<file path="src/include/sbcwd_pkg.sv">
// sbcwd_pkg: register map, field positions, codes and timing constants
// of the watchdog supervisor.
// assumes: one 100 MHz clock, registers reached by 7-bit address, 8-bit data.

package sbcwd_pkg;

   // ---------------------------------------------------------------
   // register offsets
   // ---------------------------------------------------------------
   localparam logic [6:0] ADDR_WD_CTRL   = 7'h00;
   localparam logic [6:0] ADDR_MAIN_STAT = 7'h03;
   localparam logic [6:0] ADDR_WD_STATE  = 7'h05;
   localparam logic [6:0] ADDR_CFG       = 7'h74;

   // ---------------------------------------------------------------
   // field positions
   // ---------------------------------------------------------------
   localparam int WMC_HI    = 7;
   localparam int WMC_LO    = 5;
   localparam int NWP_HI    = 3;
   localparam int NWP_LO    = 0;
   localparam int CFG_UV_HI = 5;
   localparam int CFG_UV_LO = 4;
   localparam int CFG_FNM   = 3;
   localparam int CFG_SDM   = 2;
   localparam int CFG_SLP   = 0;

   // ---------------------------------------------------------------
   // watchdog mode and period codes
   // ---------------------------------------------------------------
   localparam logic [2:0] WMC_AUTO = 3'h1;
   localparam logic [2:0] WMC_TMO  = 3'h2;
   localparam logic [2:0] WMC_WIN  = 3'h4;

   localparam logic [3:0] NWP_8    = 4'h8;
   localparam logic [3:0] NWP_16   = 4'h1;
   localparam logic [3:0] NWP_32   = 4'h2;
   localparam logic [3:0] NWP_64   = 4'hB;
   localparam logic [3:0] NWP_128  = 4'h4;
   localparam logic [3:0] NWP_256  = 4'hD;
   localparam logic [3:0] NWP_1024 = 4'hE;
   localparam logic [3:0] NWP_4096 = 4'h7;

   // ---------------------------------------------------------------
   // reset values and factory presets
   // ---------------------------------------------------------------
   localparam logic [2:0] WMC_RST     = WMC_TMO;
   localparam logic [2:0] WMC_RST_SDM = WMC_AUTO;
   localparam logic [3:0] NWP_RST     = NWP_128;
   localparam logic [1:0] CFG_UV_RST  = 2'h0;
   localparam logic       CFG_FNM_RST = 1'b1;
   localparam logic       CFG_SDM_RST = 1'b0;
   localparam logic       CFG_SLP_RST = 1'b0;

   // ---------------------------------------------------------------
   // reset causes and system modes
   // ---------------------------------------------------------------
   localparam logic [4:0] RSS_POWER_ON = 5'h00;
   localparam logic [4:0] RSS_WD_SLEEP = 5'h0C;
   localparam logic [4:0] RSS_EARLY    = 5'h0E;
   localparam logic [4:0] RSS_OVF      = 5'h0F;
   localparam logic [4:0] RSS_ILLEGAL  = 5'h10;

   localparam logic [1:0] MODE_NORMAL  = 2'h0;
   localparam logic [1:0] MODE_STANDBY = 2'h1;
   localparam logic [1:0] MODE_SLEEP   = 2'h2;
   localparam logic [1:0] MODE_OTHER   = 2'h3;

   localparam logic [1:0] PHASE_OFF    = 2'h0;
   localparam logic [1:0] PHASE_FIRST  = 2'h1;
   localparam logic [1:0] PHASE_SECOND = 2'h2;

   // ---------------------------------------------------------------
   // timing
   // ---------------------------------------------------------------
   localparam int MS_NS     = 1000000;
   localparam int CLK_NS    = 10;
   localparam int MS_CYCLES = MS_NS / CLK_NS;

   typedef enum logic [2:0] {
      WD_OFF = 3'b001,
      WD_WIN = 3'b010,
      WD_TMO = 3'b100
   } sbcwd_eff_e;

   function automatic logic wmc_valid(input logic [2:0] code);
      wmc_valid = (code == WMC_AUTO) || (code == WMC_TMO) ||
                  (code == WMC_WIN);
   endfunction

   // period in ms; zero marks an invalid code
   function automatic logic [12:0] nwp_ms(input logic [3:0] code);
      unique case (code)
         NWP_8:    nwp_ms = 13'h0008;
         NWP_16:   nwp_ms = 13'h0010;
         NWP_32:   nwp_ms = 13'h0020;
         NWP_64:   nwp_ms = 13'h0040;
         NWP_128:  nwp_ms = 13'h0080;
         NWP_256:  nwp_ms = 13'h0100;
         NWP_1024: nwp_ms = 13'h0400;
         NWP_4096: nwp_ms = 13'h1000;
         default:  nwp_ms = 13'h0000;
      endcase
   endfunction

endpackage

</file>
<file path="src/core/sbcwd_nvcfg.sv">
// sbcwd_nvcfg: persistent chip configuration cells.
// assumes: nv_init_n only pulses when the storage is freshly erased;
// the system reset never touches these cells.
`timescale 1ns/1ps

module sbcwd_nvcfg
   import sbcwd_pkg::*;
(
   input  wire logic       mclk,
   input  wire logic       nv_init_n,
   input  wire logic       wr,
   input  wire logic [7:0] wdata,
   output logic [1:0]      startup_uv_threshold,
   output logic            forced_normal_enable,
   output logic            sw_dev_enable,
   output logic            sleep_cmd_block
);

   // ---------------------------------------------------------------
   // storage, kept through system resets
   // ---------------------------------------------------------------
   always_ff @(posedge mclk) begin
      if (!nv_init_n) begin
         startup_uv_threshold <= CFG_UV_RST;
         forced_normal_enable <= CFG_FNM_RST;
         sw_dev_enable        <= CFG_SDM_RST;
         sleep_cmd_block      <= CFG_SLP_RST;
      end else if (wr) begin
         startup_uv_threshold <= wdata[CFG_UV_HI:CFG_UV_LO];
         forced_normal_enable <= wdata[CFG_FNM];
         sw_dev_enable        <= wdata[CFG_SDM];
         sleep_cmd_block      <= wdata[CFG_SLP];
      end
   end

endmodule

</file>
<file path="src/core/sbcwd_timer.sv">
// sbcwd_timer: millisecond time base and watchdog period counter.
// assumes: period_ms is never zero while run is high.
`timescale 1ns/1ps

module sbcwd_timer
   import sbcwd_pkg::*;
#(
   parameter int unsigned TICK_CYCLES = MS_CYCLES
)(
   input  wire logic        mclk,
   input  wire logic        nrst,
   input  wire logic        run,
   input  wire logic        restart,
   input  wire logic [12:0] period_ms,
   output logic             overflow,
   output logic             second_half
);

   localparam int PW = $clog2(TICK_CYCLES + 1);
   localparam logic [PW-1:0] PRE_LAST = PW'(TICK_CYCLES - 1);

   logic [PW-1:0] pre_cnt;
   logic [12:0]   ms_cnt;
   logic          tick;

   assign tick = (pre_cnt == PRE_LAST);
   assign second_half = (ms_cnt >= (period_ms >> 1));

   // ---------------------------------------------------------------
   // prescaler; restart also realigns the millisecond grid
   // ---------------------------------------------------------------
   always_ff @(posedge mclk) begin
      if (!nrst || !run || restart || tick)
         pre_cnt <= '0;
      else
         pre_cnt <= pre_cnt + PW'(1);
   end

   // ---------------------------------------------------------------
   // period counter, wraps on overflow so the watchdog keeps running
   // ---------------------------------------------------------------
   always_ff @(posedge mclk) begin
      if (!nrst || !run || restart) begin
         ms_cnt   <= '0;
         overflow <= 1'b0;
      end else if (tick && (ms_cnt + 13'h0001 == period_ms)) begin
         ms_cnt   <= '0;
         overflow <= 1'b1;
      end else begin
         ms_cnt   <= tick ? ms_cnt + 13'h0001 : ms_cnt;
         overflow <= 1'b0;
      end
   end

endmodule

</file>
<file path="src/core/sbcwd_top.sv">
// sbcwd_top: watchdog supervisor with mode selection, persistent
// configuration and status reporting.
// assumes: sys_mode and wake inputs come from the chip mode controller;
// the reset generator turns sys_reset_req into nrst.
`timescale 1ns/1ps

module sbcwd_top
   import sbcwd_pkg::*;
#(
   parameter int unsigned TICK_CYCLES = MS_CYCLES
)(
   input  wire logic       mclk,
   input  wire logic       nrst,
   input  wire logic       por_n,
   input  wire logic       nv_init_n,
   input  wire logic       reg_wr,
   input  wire logic       reg_rd,
   input  wire logic [6:0] reg_addr,
   input  wire logic [7:0] reg_wdata,
   input  wire logic [1:0] sys_mode,
   input  wire logic       rxd_low_in,
   input  wire logic       wake_event,
   input  wire logic       rxd_release,
   input  wire logic       wd_fail_clr,
   input  wire logic       serial_access_fail_enable,
   output logic [7:0]      reg_rdata,
   output logic            sys_reset_req,
   output logic [4:0]      reset_cause,
   output logic            serial_access_fail,
   output logic            wd_fail_flag,
   output logic            wake_req,
   output logic            go_standby,
   output logic            rxd_force_low,
   output logic            mcu_supply,
   output logic [1:0]      wd_phase,
   output logic            forced_normal_op,
   output logic            sw_dev_op,
   output logic            sleep_cmd_block,
   output logic [1:0]      startup_uv_threshold
);

   logic [2:0]  wd_mode_sel, new_wmc;
   logic [3:0]  wd_period_sel, new_nwp;
   logic [1:0]  uv_cfg, mode_q;
   sbcwd_eff_e  eff, eff_q;
   logic        forced_normal_enable, sw_dev_enable, sleep_blk_cfg;
   logic        wd_ovf, second_half, wr_ctrl, code_ok, changed;
   logic        illegal, trig, early, win_ovf, tmo_ovf, tmo_reset;
   logic        sleep_wd_wake, auto_wake, rxd_low, sleep_entry;

   // ---------------------------------------------------------------
   // persistent configuration and period counter
   // ---------------------------------------------------------------
   sbcwd_nvcfg sbcwd_nvcfg_inst (
      .mclk                 (mclk),
      .nv_init_n            (nv_init_n),
      .wr                   (reg_wr && (reg_addr == ADDR_CFG)),
      .wdata                (reg_wdata),
      .startup_uv_threshold (uv_cfg),
      .forced_normal_enable (forced_normal_enable),
      .sw_dev_enable        (sw_dev_enable),
      .sleep_cmd_block      (sleep_blk_cfg)
   );

   sbcwd_timer #(
      .TICK_CYCLES (TICK_CYCLES)
   ) sbcwd_timer_inst (
      .mclk        (mclk),
      .nrst        (nrst),
      .run         (eff != WD_OFF),
      .restart     (trig || (eff != eff_q) || auto_wake),
      .period_ms   (nwp_ms(wd_period_sel)),
      .overflow    (wd_ovf),
      .second_half (second_half)
   );

   // ---------------------------------------------------------------
   // control write decode
   // ---------------------------------------------------------------
   assign wr_ctrl = reg_wr && (reg_addr == ADDR_WD_CTRL);
   assign new_wmc = reg_wdata[WMC_HI:WMC_LO];
   assign new_nwp = reg_wdata[NWP_HI:NWP_LO];
   // a single flipped bit never lands on another legal code
   assign code_ok = wmc_valid(new_wmc) &&
                    (nwp_ms(new_nwp) != 13'h0000);
   assign changed = (new_wmc != wd_mode_sel) ||
                    (new_nwp != wd_period_sel);
   assign illegal = wr_ctrl && code_ok && changed &&
                    (sys_mode == MODE_NORMAL);
   assign trig    = wr_ctrl && code_ok && !illegal;

   // ---------------------------------------------------------------
   // effective watchdog behaviour
   // ---------------------------------------------------------------
   assign rxd_low = rxd_force_low || rxd_low_in;

   always_comb begin
      eff = WD_OFF;
      if (!forced_normal_enable) begin
         unique case (wd_mode_sel)
            WMC_WIN: begin
               if (sys_mode == MODE_NORMAL)
                  eff = WD_WIN;
               else if (sys_mode != MODE_OTHER)
                  eff = WD_TMO;
            end
            WMC_TMO: begin
               if (sys_mode != MODE_OTHER)
                  eff = WD_TMO;
            end
            WMC_AUTO: begin
               if (!sw_dev_enable &&
                   ((sys_mode == MODE_NORMAL) ||
                    (sys_mode == MODE_STANDBY && rxd_low)))
                  eff = WD_TMO;
            end
            default: eff = WD_OFF;
         endcase
      end
   end

   assign early     = trig && (eff == WD_WIN) && !second_half;
   assign win_ovf   = wd_ovf && (eff == WD_WIN);
   assign tmo_ovf   = wd_ovf && (eff == WD_TMO);
   assign tmo_reset = tmo_ovf && wd_fail_flag;
   assign sleep_wd_wake = tmo_ovf && !wd_fail_flag &&
                          (sys_mode == MODE_SLEEP);
   assign auto_wake = wake_event && (wd_mode_sel == WMC_AUTO);
   assign sleep_entry = (sys_mode == MODE_SLEEP) &&
                        (mode_q != MODE_SLEEP);

   always_ff @(posedge mclk) begin
      if (!nrst) begin
         eff_q  <= WD_OFF;
         mode_q <= MODE_NORMAL;
      end else begin
         eff_q  <= eff;
         mode_q <= sys_mode;
      end
   end

   // ---------------------------------------------------------------
   // watchdog control register
   // ---------------------------------------------------------------
   // the reset value depends on the persistent bit; legal because
   // the reset is synchronous
   always_ff @(posedge mclk) begin
      if (!nrst) begin
         wd_mode_sel   <= sw_dev_enable ? WMC_RST_SDM : WMC_RST;
         wd_period_sel <= NWP_RST;
      end else if (trig) begin
         wd_mode_sel   <= new_wmc;
         wd_period_sel <= new_nwp;
      end
   end

   // ---------------------------------------------------------------
   // failure flag; a new overflow beats a software clear
   // ---------------------------------------------------------------
   always_ff @(posedge mclk) begin
      if (!nrst)
         wd_fail_flag <= 1'b0;
      else if (tmo_ovf)
         wd_fail_flag <= 1'b1;
      else if (wd_fail_clr)
         wd_fail_flag <= 1'b0;
   end

   // ---------------------------------------------------------------
   // system reset requests and their cause
   // ---------------------------------------------------------------
   always_ff @(posedge mclk) begin
      if (!nrst)
         sys_reset_req <= 1'b0;
      else
         sys_reset_req <= illegal || early || win_ovf ||
                          tmo_reset;
   end

   // cause survives the system reset so software can read it after
   always_ff @(posedge mclk) begin
      if (!por_n)
         reset_cause <= RSS_POWER_ON;
      else if (illegal)
         reset_cause <= RSS_ILLEGAL;
      else if (early)
         reset_cause <= RSS_EARLY;
      else if (win_ovf || tmo_reset)
         reset_cause <= RSS_OVF;
      else if (sleep_wd_wake)
         reset_cause <= RSS_WD_SLEEP;
   end

   always_ff @(posedge mclk) begin
      if (!nrst)
         serial_access_fail <= 1'b0;
      else
         serial_access_fail <= serial_access_fail_enable && wr_ctrl &&
                               (!code_ok || illegal);
   end

   // ---------------------------------------------------------------
   // wake-up side effects
   // ---------------------------------------------------------------
   always_ff @(posedge mclk) begin
      if (!nrst) begin
         wake_req   <= 1'b0;
         go_standby <= 1'b0;
      end else begin
         wake_req   <= sleep_wd_wake ||
                       (auto_wake && sys_mode == MODE_SLEEP);
         go_standby <= auto_wake && (sys_mode == MODE_SLEEP);
      end
   end

   always_ff @(posedge mclk) begin
      if (!nrst)
         rxd_force_low <= 1'b0;
      else if (sleep_wd_wake || auto_wake)
         rxd_force_low <= 1'b1;
      else if (rxd_release)
         rxd_force_low <= 1'b0;
   end

   always_ff @(posedge mclk) begin
      if (!nrst)
         mcu_supply <= 1'b1;
      else if (sleep_wd_wake || (auto_wake && sys_mode == MODE_SLEEP))
         mcu_supply <= 1'b1;
      else if (sleep_entry)
         mcu_supply <= 1'b0;
   end

   // ---------------------------------------------------------------
   // status and read-back
   // ---------------------------------------------------------------
   always_ff @(posedge mclk) begin
      if (!nrst) begin
         wd_phase             <= PHASE_OFF;
         forced_normal_op     <= 1'b0;
         sw_dev_op            <= 1'b0;
         sleep_cmd_block      <= 1'b0;
         startup_uv_threshold <= CFG_UV_RST;
      end else begin
         wd_phase <= (eff == WD_OFF) ? PHASE_OFF :
                     (second_half ? PHASE_SECOND : PHASE_FIRST);
         forced_normal_op     <= forced_normal_enable;
         // the forced bit overrules development operation
         sw_dev_op            <= sw_dev_enable &&
                                 !forced_normal_enable;
         sleep_cmd_block      <= sleep_blk_cfg;
         startup_uv_threshold <= uv_cfg;
      end
   end

   always_ff @(posedge mclk) begin
      if (!nrst)
         reg_rdata <= 8'h00;
      else if (reg_rd) begin
         unique case (reg_addr)
            ADDR_WD_CTRL:   reg_rdata <= {wd_mode_sel, 1'b0, wd_period_sel};
            ADDR_MAIN_STAT: reg_rdata <= {3'h0, reset_cause};
            ADDR_WD_STATE:  reg_rdata <= {4'h0, forced_normal_op,
                                          sw_dev_op, wd_phase};
            ADDR_CFG:       reg_rdata <= {2'h0, uv_cfg,
                                          forced_normal_enable,
                                          sw_dev_enable, 1'b0,
                                          sleep_blk_cfg};
            default:        reg_rdata <= 8'h00;
         endcase
      end
   end
endmodule

</file>
<file path="config.mk">
export PLATFORM = sky130hd
export DESIGN_NAME = sbcwd_top
export DESIGN_NICKNAME = d
export VERILOG_FILES = /design/src/include/sbcwd_pkg.sv /design/src/core/sbcwd_nvcfg.sv /design/src/core/sbcwd_timer.sv /design/src/core/sbcwd_top.sv
export SDC_FILE = /design/constraint.sdc
export NUM_CORES = 1
export LEC_CHECK = 0
export BUFFER_PORTS_ARGS = -buffer_cell sky130_fd_sc_hd__buf_2
export CAP_MARGIN = 20
export CORE_MARGIN = 2
export CORE_UTILIZATION = 30
export DETAILED_ROUTE_END_ITERATION = 8
export HOLD_SLACK_MARGIN = 0.02
export SLEW_MARGIN = 20
export SYNTH_ARGS = -nofsm -noshare
export SYNTH_HDL_FRONTEND = slang
export SYNTH_SLANG_ARGS = --single-unit
</file>
<file path="constraint.sdc">
create_clock -name mclk -period 2.4 [get_ports mclk]
set_input_delay 0.12 -clock mclk [delete_from_list [all_inputs] [get_ports mclk]]
set_output_delay 0.12 -clock mclk [all_outputs]
set_load 0.005 [all_outputs]
</file>
Yosys cells after proc, flatten, opt, wreduce, memory -nomap -nowiden --
Memory sizes are Yosys's and may differ from the RTL's. A register that Yosys moved wholly into a read port is not among the register bits. Cells that the tools add are included.
Word-level totals: register bits 75, bits in read-only memories 256, logic and storage cells 139, memories kept 2
Cells by class: add/sub/neg operators 2, $lt $le $gt $ge 1, equality and inequality tests 23, mux-type cells 21, bitwise operators 2, reductions and logical operators 61
Memories:
- (name not given) | depth 16, bits a word 8, rd ports 1, clocked after memory_dff 0, wr ports 0, line sbcwd_pkg.sv:93 | unique case (code)
- (name not given) | depth 16, bits a word 8, rd ports 1, clocked after memory_dff 1, wr ports 0, line sbcwd_pkg.sv:93
Operators by type and width (count):
- $pmux 8 s4 | 1
- $logic_and 1x1->1 | 23
- $mux 5 | 4
- $mux 3 | 6
- $add 17x1->17 const B | 1
- $eq 17x17->1 const B | 1
- $logic_or 1x1->1 | 17
- $add 13x1->13 const B | 1
- $eq 13x13->1 | 1
- $ge 13x12->1 | 1
- $reduce_bool 13->1 | 1
- $eq 3x1->1 const B | 3
- $eq 3x2->1 const B | 3
- $eq 3x3->1 const B | 3
- $pmux 3 s3 | 1
- $logic_not 1->1 | 8
- $mux 4 | 2
- $reduce_or 2->1 | 4
- $eq 7x2->1 const B | 1
- $eq 7x3->1 const B | 1
- $eq 7x7->1 const B | 1
- $logic_not 7->1 | 1
- $ne 3x3->1 | 2
- $reduce_bool 2->1 | 3
- 13 further kinds | 20

Depth between registers and ports, before layout --
word-level depth 15, gate-level depth with buffers 9

Modules after synthesis --
From an unflattened synthesis, not the netlist that was laid out.
Second synthesis, totals: cell total of the unflattened synthesis 479, area, all modules 4439.3 µm²
Modules (own cells, without submodules):
- sbcwd_top | instances 1, cells each 221, area each 2264.7 µm², sequential area each 950.9 µm²
- sbcwd_timer | instances 1, cells each 242, area each 1984.4 µm², sequential area each 620.6 µm²
- sbcwd_nvcfg | instances 1, cells each 16, area each 190.2 µm², sequential area each 100.1 µm²

Worst setup path before layout --
Ideal clock, no wire load.
kind register to register, start reg wd_mode_sel[1], end reg sbcwd_timer_inst.period_ms[4] (netlist name), library setup time 0.096 ns, data arrival time 2.184 ns, data required time 2.304 ns, path slack 0.119 ns, stages on the path, launching flop included 9, cells stage by stage edfxtp_1 -> clkbuf_1 -> xnor2_1 -> nand4_1 -> o41ai_1 -> and2_4 -> buf_8 -> mux2i_1 -> nor4b_1
On the way: cells in the longest elaborated chain, start to end 8
Ends and longest elaborated chain:
- from (decl) | line sbcwd_top.sv:42 | logic [2:0] wd_mode_sel, new_wmc;
- from (signal assigned) | line sbcwd_top.sv:149 | wd_mode_sel <= sw_dev_enable ? WMC_RST_SDM : WMC_RST;
- from (signal assigned) | line sbcwd_top.sv:152 | wd_mode_sel <= new_wmc;
- $ne 3x3->1 | line sbcwd_top.sv:86 | assign changed = (new_wmc != wd_mode_sel) ||
- $logic_or 1x1->1 | line sbcwd_top.sv:86
- $logic_and 1x1->1 (2 in a row) | line sbcwd_top.sv:88 | assign illegal = wr_ctrl && code_ok && changed &&
- $logic_not 1->1 | line sbcwd_top.sv:90 | assign trig = wr_ctrl && code_ok && !illegal;
- $logic_and 1x1->1 | line sbcwd_top.sv:90
- $mux 4 (no line) (2 in a row)
No other way between the ends. A chain may end at the register's enable or synchronous reset.

Worst setup path after layout --
start reg sbcwd_timer_inst.pre_cnt[6], end reg sbcwd_timer_inst.overflow
On the way: cells in the longest elaborated chain, start to end 3
Ends and longest elaborated chain:
- from (decl) | line sbcwd_timer.sv:22 | logic [PW-1:0] pre_cnt;
- from (signal assigned) | line sbcwd_timer.sv:36 | pre_cnt <= pre_cnt + PW'(1);
- $eq 17x17->1 | line sbcwd_timer.sv:26 | assign tick = (pre_cnt == PRE_LAST);
- $logic_and 1x1->1 | line sbcwd_timer.sv:46 | end else if (tick && (ms_cnt + 13'h0001 == period_ms)) begin
- $mux 1 | line sbcwd_timer.sv:46
- to (signal assigned) | line sbcwd_timer.sv:45 | overflow <= 1'b0;
- to (signal assigned) | line sbcwd_timer.sv:48 | overflow <= 1'b1;
- to (signal assigned) | line sbcwd_timer.sv:51 | overflow <= 1'b0;
- to (decl) | line sbcwd_timer.sv:15 | output logic overflow,
No other way between the ends.

==> impl_metrics.yaml <==
pwr:
  seqPwrFrac_pct: 44.8
  p_per_area_mw_per_mm2: 581
  vdd_drop_max_mv: 0.446
  p_int_w: 0.00243
  p_leak_nw: 2.07
  p_sw_share_pct: 21.4
  p_sw_w: 0.000661
  power_frac_comb_pct: 5.5
  clkPwrFrac_pct: 49.7
logic_synthesis:
  netlist_area_mm2: 0.00430
  synth.most_common_cell: "dfxtp_1"
  yosysWarnings: 0
  syn_avg_cell_area_um2: 8.68
  ys_types: 66
  synth-edff-count: 3
  synth_nets: 540
  synth_flop_cell: "dfxtp_1"
  yosys_register_bits: 82
  synth.area.top_cells: "dfxtp_1 37%, xnor2_1 6.9%, ha_1 4.7%"
  async_flop_share_pct: 0
  yosys.area.top_type_share_pct: 36.7
  yosys.area.top_type: "dfxtp_1"
  ys_seq_area_share_pct: 38.8
  synthTopCellsByCount: "79 x dfxtp_1, 44 x nand2_1, 34 x xnor2_1, 31 x nor2_1"
  syn_inst: 496
run_status:
  status: "completed"
die:
  io_pins: 55
  std_cell_rows: 43
  die-area_mm2: 0.0153
  core_area_mm2: 0.0139
  die_height_um: 124
  fp.dieW_um: 124
  start_util_pct: 30.9
place:
  dp_hpwl_um: 7860
  gp_congestion: 0.849
  port_buffers: 54
  place_area_mm2: 0.00495
  pre_cts_ws_ns: 0.00252
setup_path:
  critPathTopFamily: "simple AND/OR/NAND/NOR gates"
  cpPeakStageDelay_ns: 0.58
  crit_fanout: 11
  critPathBufInv: 1
  start_kind: "flip-flop"
  worstSetupPathType: "reg -> reg"
  crit_chain: "or4_1 > nor4_4 > and4b_1 > nand4_1 > nor4_1 > buf_4 > nor2b_1"
  end_kind: "flip-flop"
  critPathRequiredTime_ns: 2.69
  cp.arrival_ns: 2.62
  crit_slowest_cell: "or4_1"
routing:
  drt_iter0_markers: 220
  wl_per_cell_um: 14.2
  first_pass_iters: 4
  avgViaCountPerCell: 5.00
  num_vias: 3777
  wirelength_um: 10700
  antenna_left: 0
  route.detailed.drc: 0
clocking:
  htree_levels: 3
  post_cts_buffers: 0
  clkLatencyLatePin_ns: 0.35
  clk_path_buf_depth: 2
  clk_pin_slew_ns: 0.06
  cts_tree: "yes"
  cts-root-buf: "clkbuf_16"
  cts_made_buffers: 9
  clock_sinks: 82
sta:
  fin_hold_ws_ns: 0.0435
  relSlewSlack_pct: 63.3
  period_needed_ns: 2.33
  fmax_ghz: 0.428
  hold_viol: 0
  period_share_pct: 97.3
  grt_setup_unrepaired: "yes"
  worst_pin_slew_ns: 0.545
  maxSlewViolCount: 0
  setup_viol: 0
  clock_skew_ns: 0.0104
  worst_slack_ns: 0.0651
final_layout:
  layout-drive-gt1-share_pct: 20.7
  area_growth_pct: 23.7
  nNetsFinal: 615
  antenna_cells: 0
  fin_area_mm2: 0.00532
  utilization_pct: 38.2
  fillers: 1365
worst_hold_path:
  hold_path.class: "in -> reg"
global_routing:
  grt_pass1_vias: 3716
  grt_max_degree: 32
  grt_pass1_wl_um: 17900
  grt_usage_pct: 15.0
  grt_overflow_total: 0
  grt_antenna_before_repair: 0
run:
  cap_violations: 0
-- power groups by stage --
stage | sequential (W) | combinational, W | clock, W
after floorplan | 0.00141 | 0.0000878 | 0
after global placement | 0.00142 | 0.000163 | 0
after detailed placement | 0.00142 | 0.000165 | 0
after CTS | 0.00139 | 0.000169 | 0.00157
after global routing | 0.00139 | 0.000188 | 0.00162
final | 0.00139 | 0.000170 | 0.00154
-- routing by layer --
layer / part of all wire, % / global-route usage (%) / vias to the layer above
li1: - / - / 1906
met1: 46 / 19.1 / 1751
met2: 45 / 23.5 / 99
met3: 5.7 / 3.66 / 21
met4: 3.1 / 7.81 / 0
met5: 0 / 0 / -
-- cells in the final DEF, fill, tap and decap left out, types with 20 or more instances in the layout --
cell type / netlist / final
xor2_1: 20 / 20
xnor2_1: 34 / 34
dfxtp_1: 79 / 79
buf_4: 1 / 34
nor2_1: 31 / 31
nand2_1: 44 / 44
nor3_1: 26 / 26
nand3_1: 24 / 24
buf_2: 1 / 54
inv_1: 26 / 26
-- logic make-up (layout without fill, tap and decap cells) --
family          count (synthesis)  after routing  share of synthesized area [%]
xor+xnor                       54             54                           11.0
flops                          82             82                           38.8
fa+ha+maj                      16             16                           4.65
buf+inv                        54            134                           5.15
mux                             8              8                           2.15
compound gates                 70             70                           11.6
simple gates                  212            212                           26.7
-- state kept, by name, summed over array words and instances, names as in the netlist, 2 cells and up --
name	cells
sbcwd_timer_inst.ms_cnt	13
sbcwd_nvcfg_inst.startup_uv_threshold	2
startup_uv_threshold	2
wd_period_sel	4
reg_rdata	8
sbcwd_timer_inst.pre_cnt	17
wd_mode_sel	3
reset_cause	4
sbcwd_timer_inst.period_ms	8
eff_q	3
mode_q	2
wd_phase	2
-- cell type report --
type	instances	area, um2	area share, %
clock buffers	12	258	4.84
clock inverters	4	73.8	1.39
inverters	29	111	2.09
multi-input cells	360	2450	46.0
flip-flops and latches	82	1670	31.4
well taps	180	225	4.23
repair buffers	89	536	10.1
-- worst paths after layout --
| check | start | slack (ns) | cells past startpoint | end |
|---|---|---|---|---|
| hold / removal | por_n | 0.04 | 2 | reset_cause[2] |
| setup reg to reg | sbcwd_timer_inst.pre_cnt[6] | 0.07 | 7 | sbcwd_timer_inst.overflow |
| setup / recovery | sbcwd_timer_inst.pre_cnt[6] | 0.07 | 7 | sbcwd_timer_inst.overflow |
| hold reg to reg | sbcwd_timer_inst.pre_cnt[0] | 0.46 | 1 | sbcwd_timer_inst.pre_cnt[0] |
-- worst register-to-register path, stage by stage (launching register included) --
cell and delay, ns:
dfxtp_1 0.35, or4_1 0.58, nor4_4 0.32, and4b_1 0.23, nand4_1 0.12, nor4_1 0.29, buf_4 0.23, nor2b_1 0.15
-- timing repair --
action                                  4_1_cts  5_1_grt
hold endpoints to repair                      1        0
hold buffers                                  1        0
resized for setup                             1        4
endpoints found under the setup margin        1       32
-- stage by stage --
| stage | total power (W) | setup TNS [ns] | std cells |
|---|---|---|---|
| 6_report | 0.00309 | 0 | 756 |
| 5_1_grt | 0.00320 | -0.0407 | 756 |
| 4_1_cts | 0.00312 | 0 | 756 |
| 3_5_place_dp | 0.00158 | 0 | 739 |
| 3_3_place_gp | 0.00158 | 0 | 739 |
| 2_1_floorplan | 0.00150 | 0 | 496 |
Power figures use the tool's default switching activity.
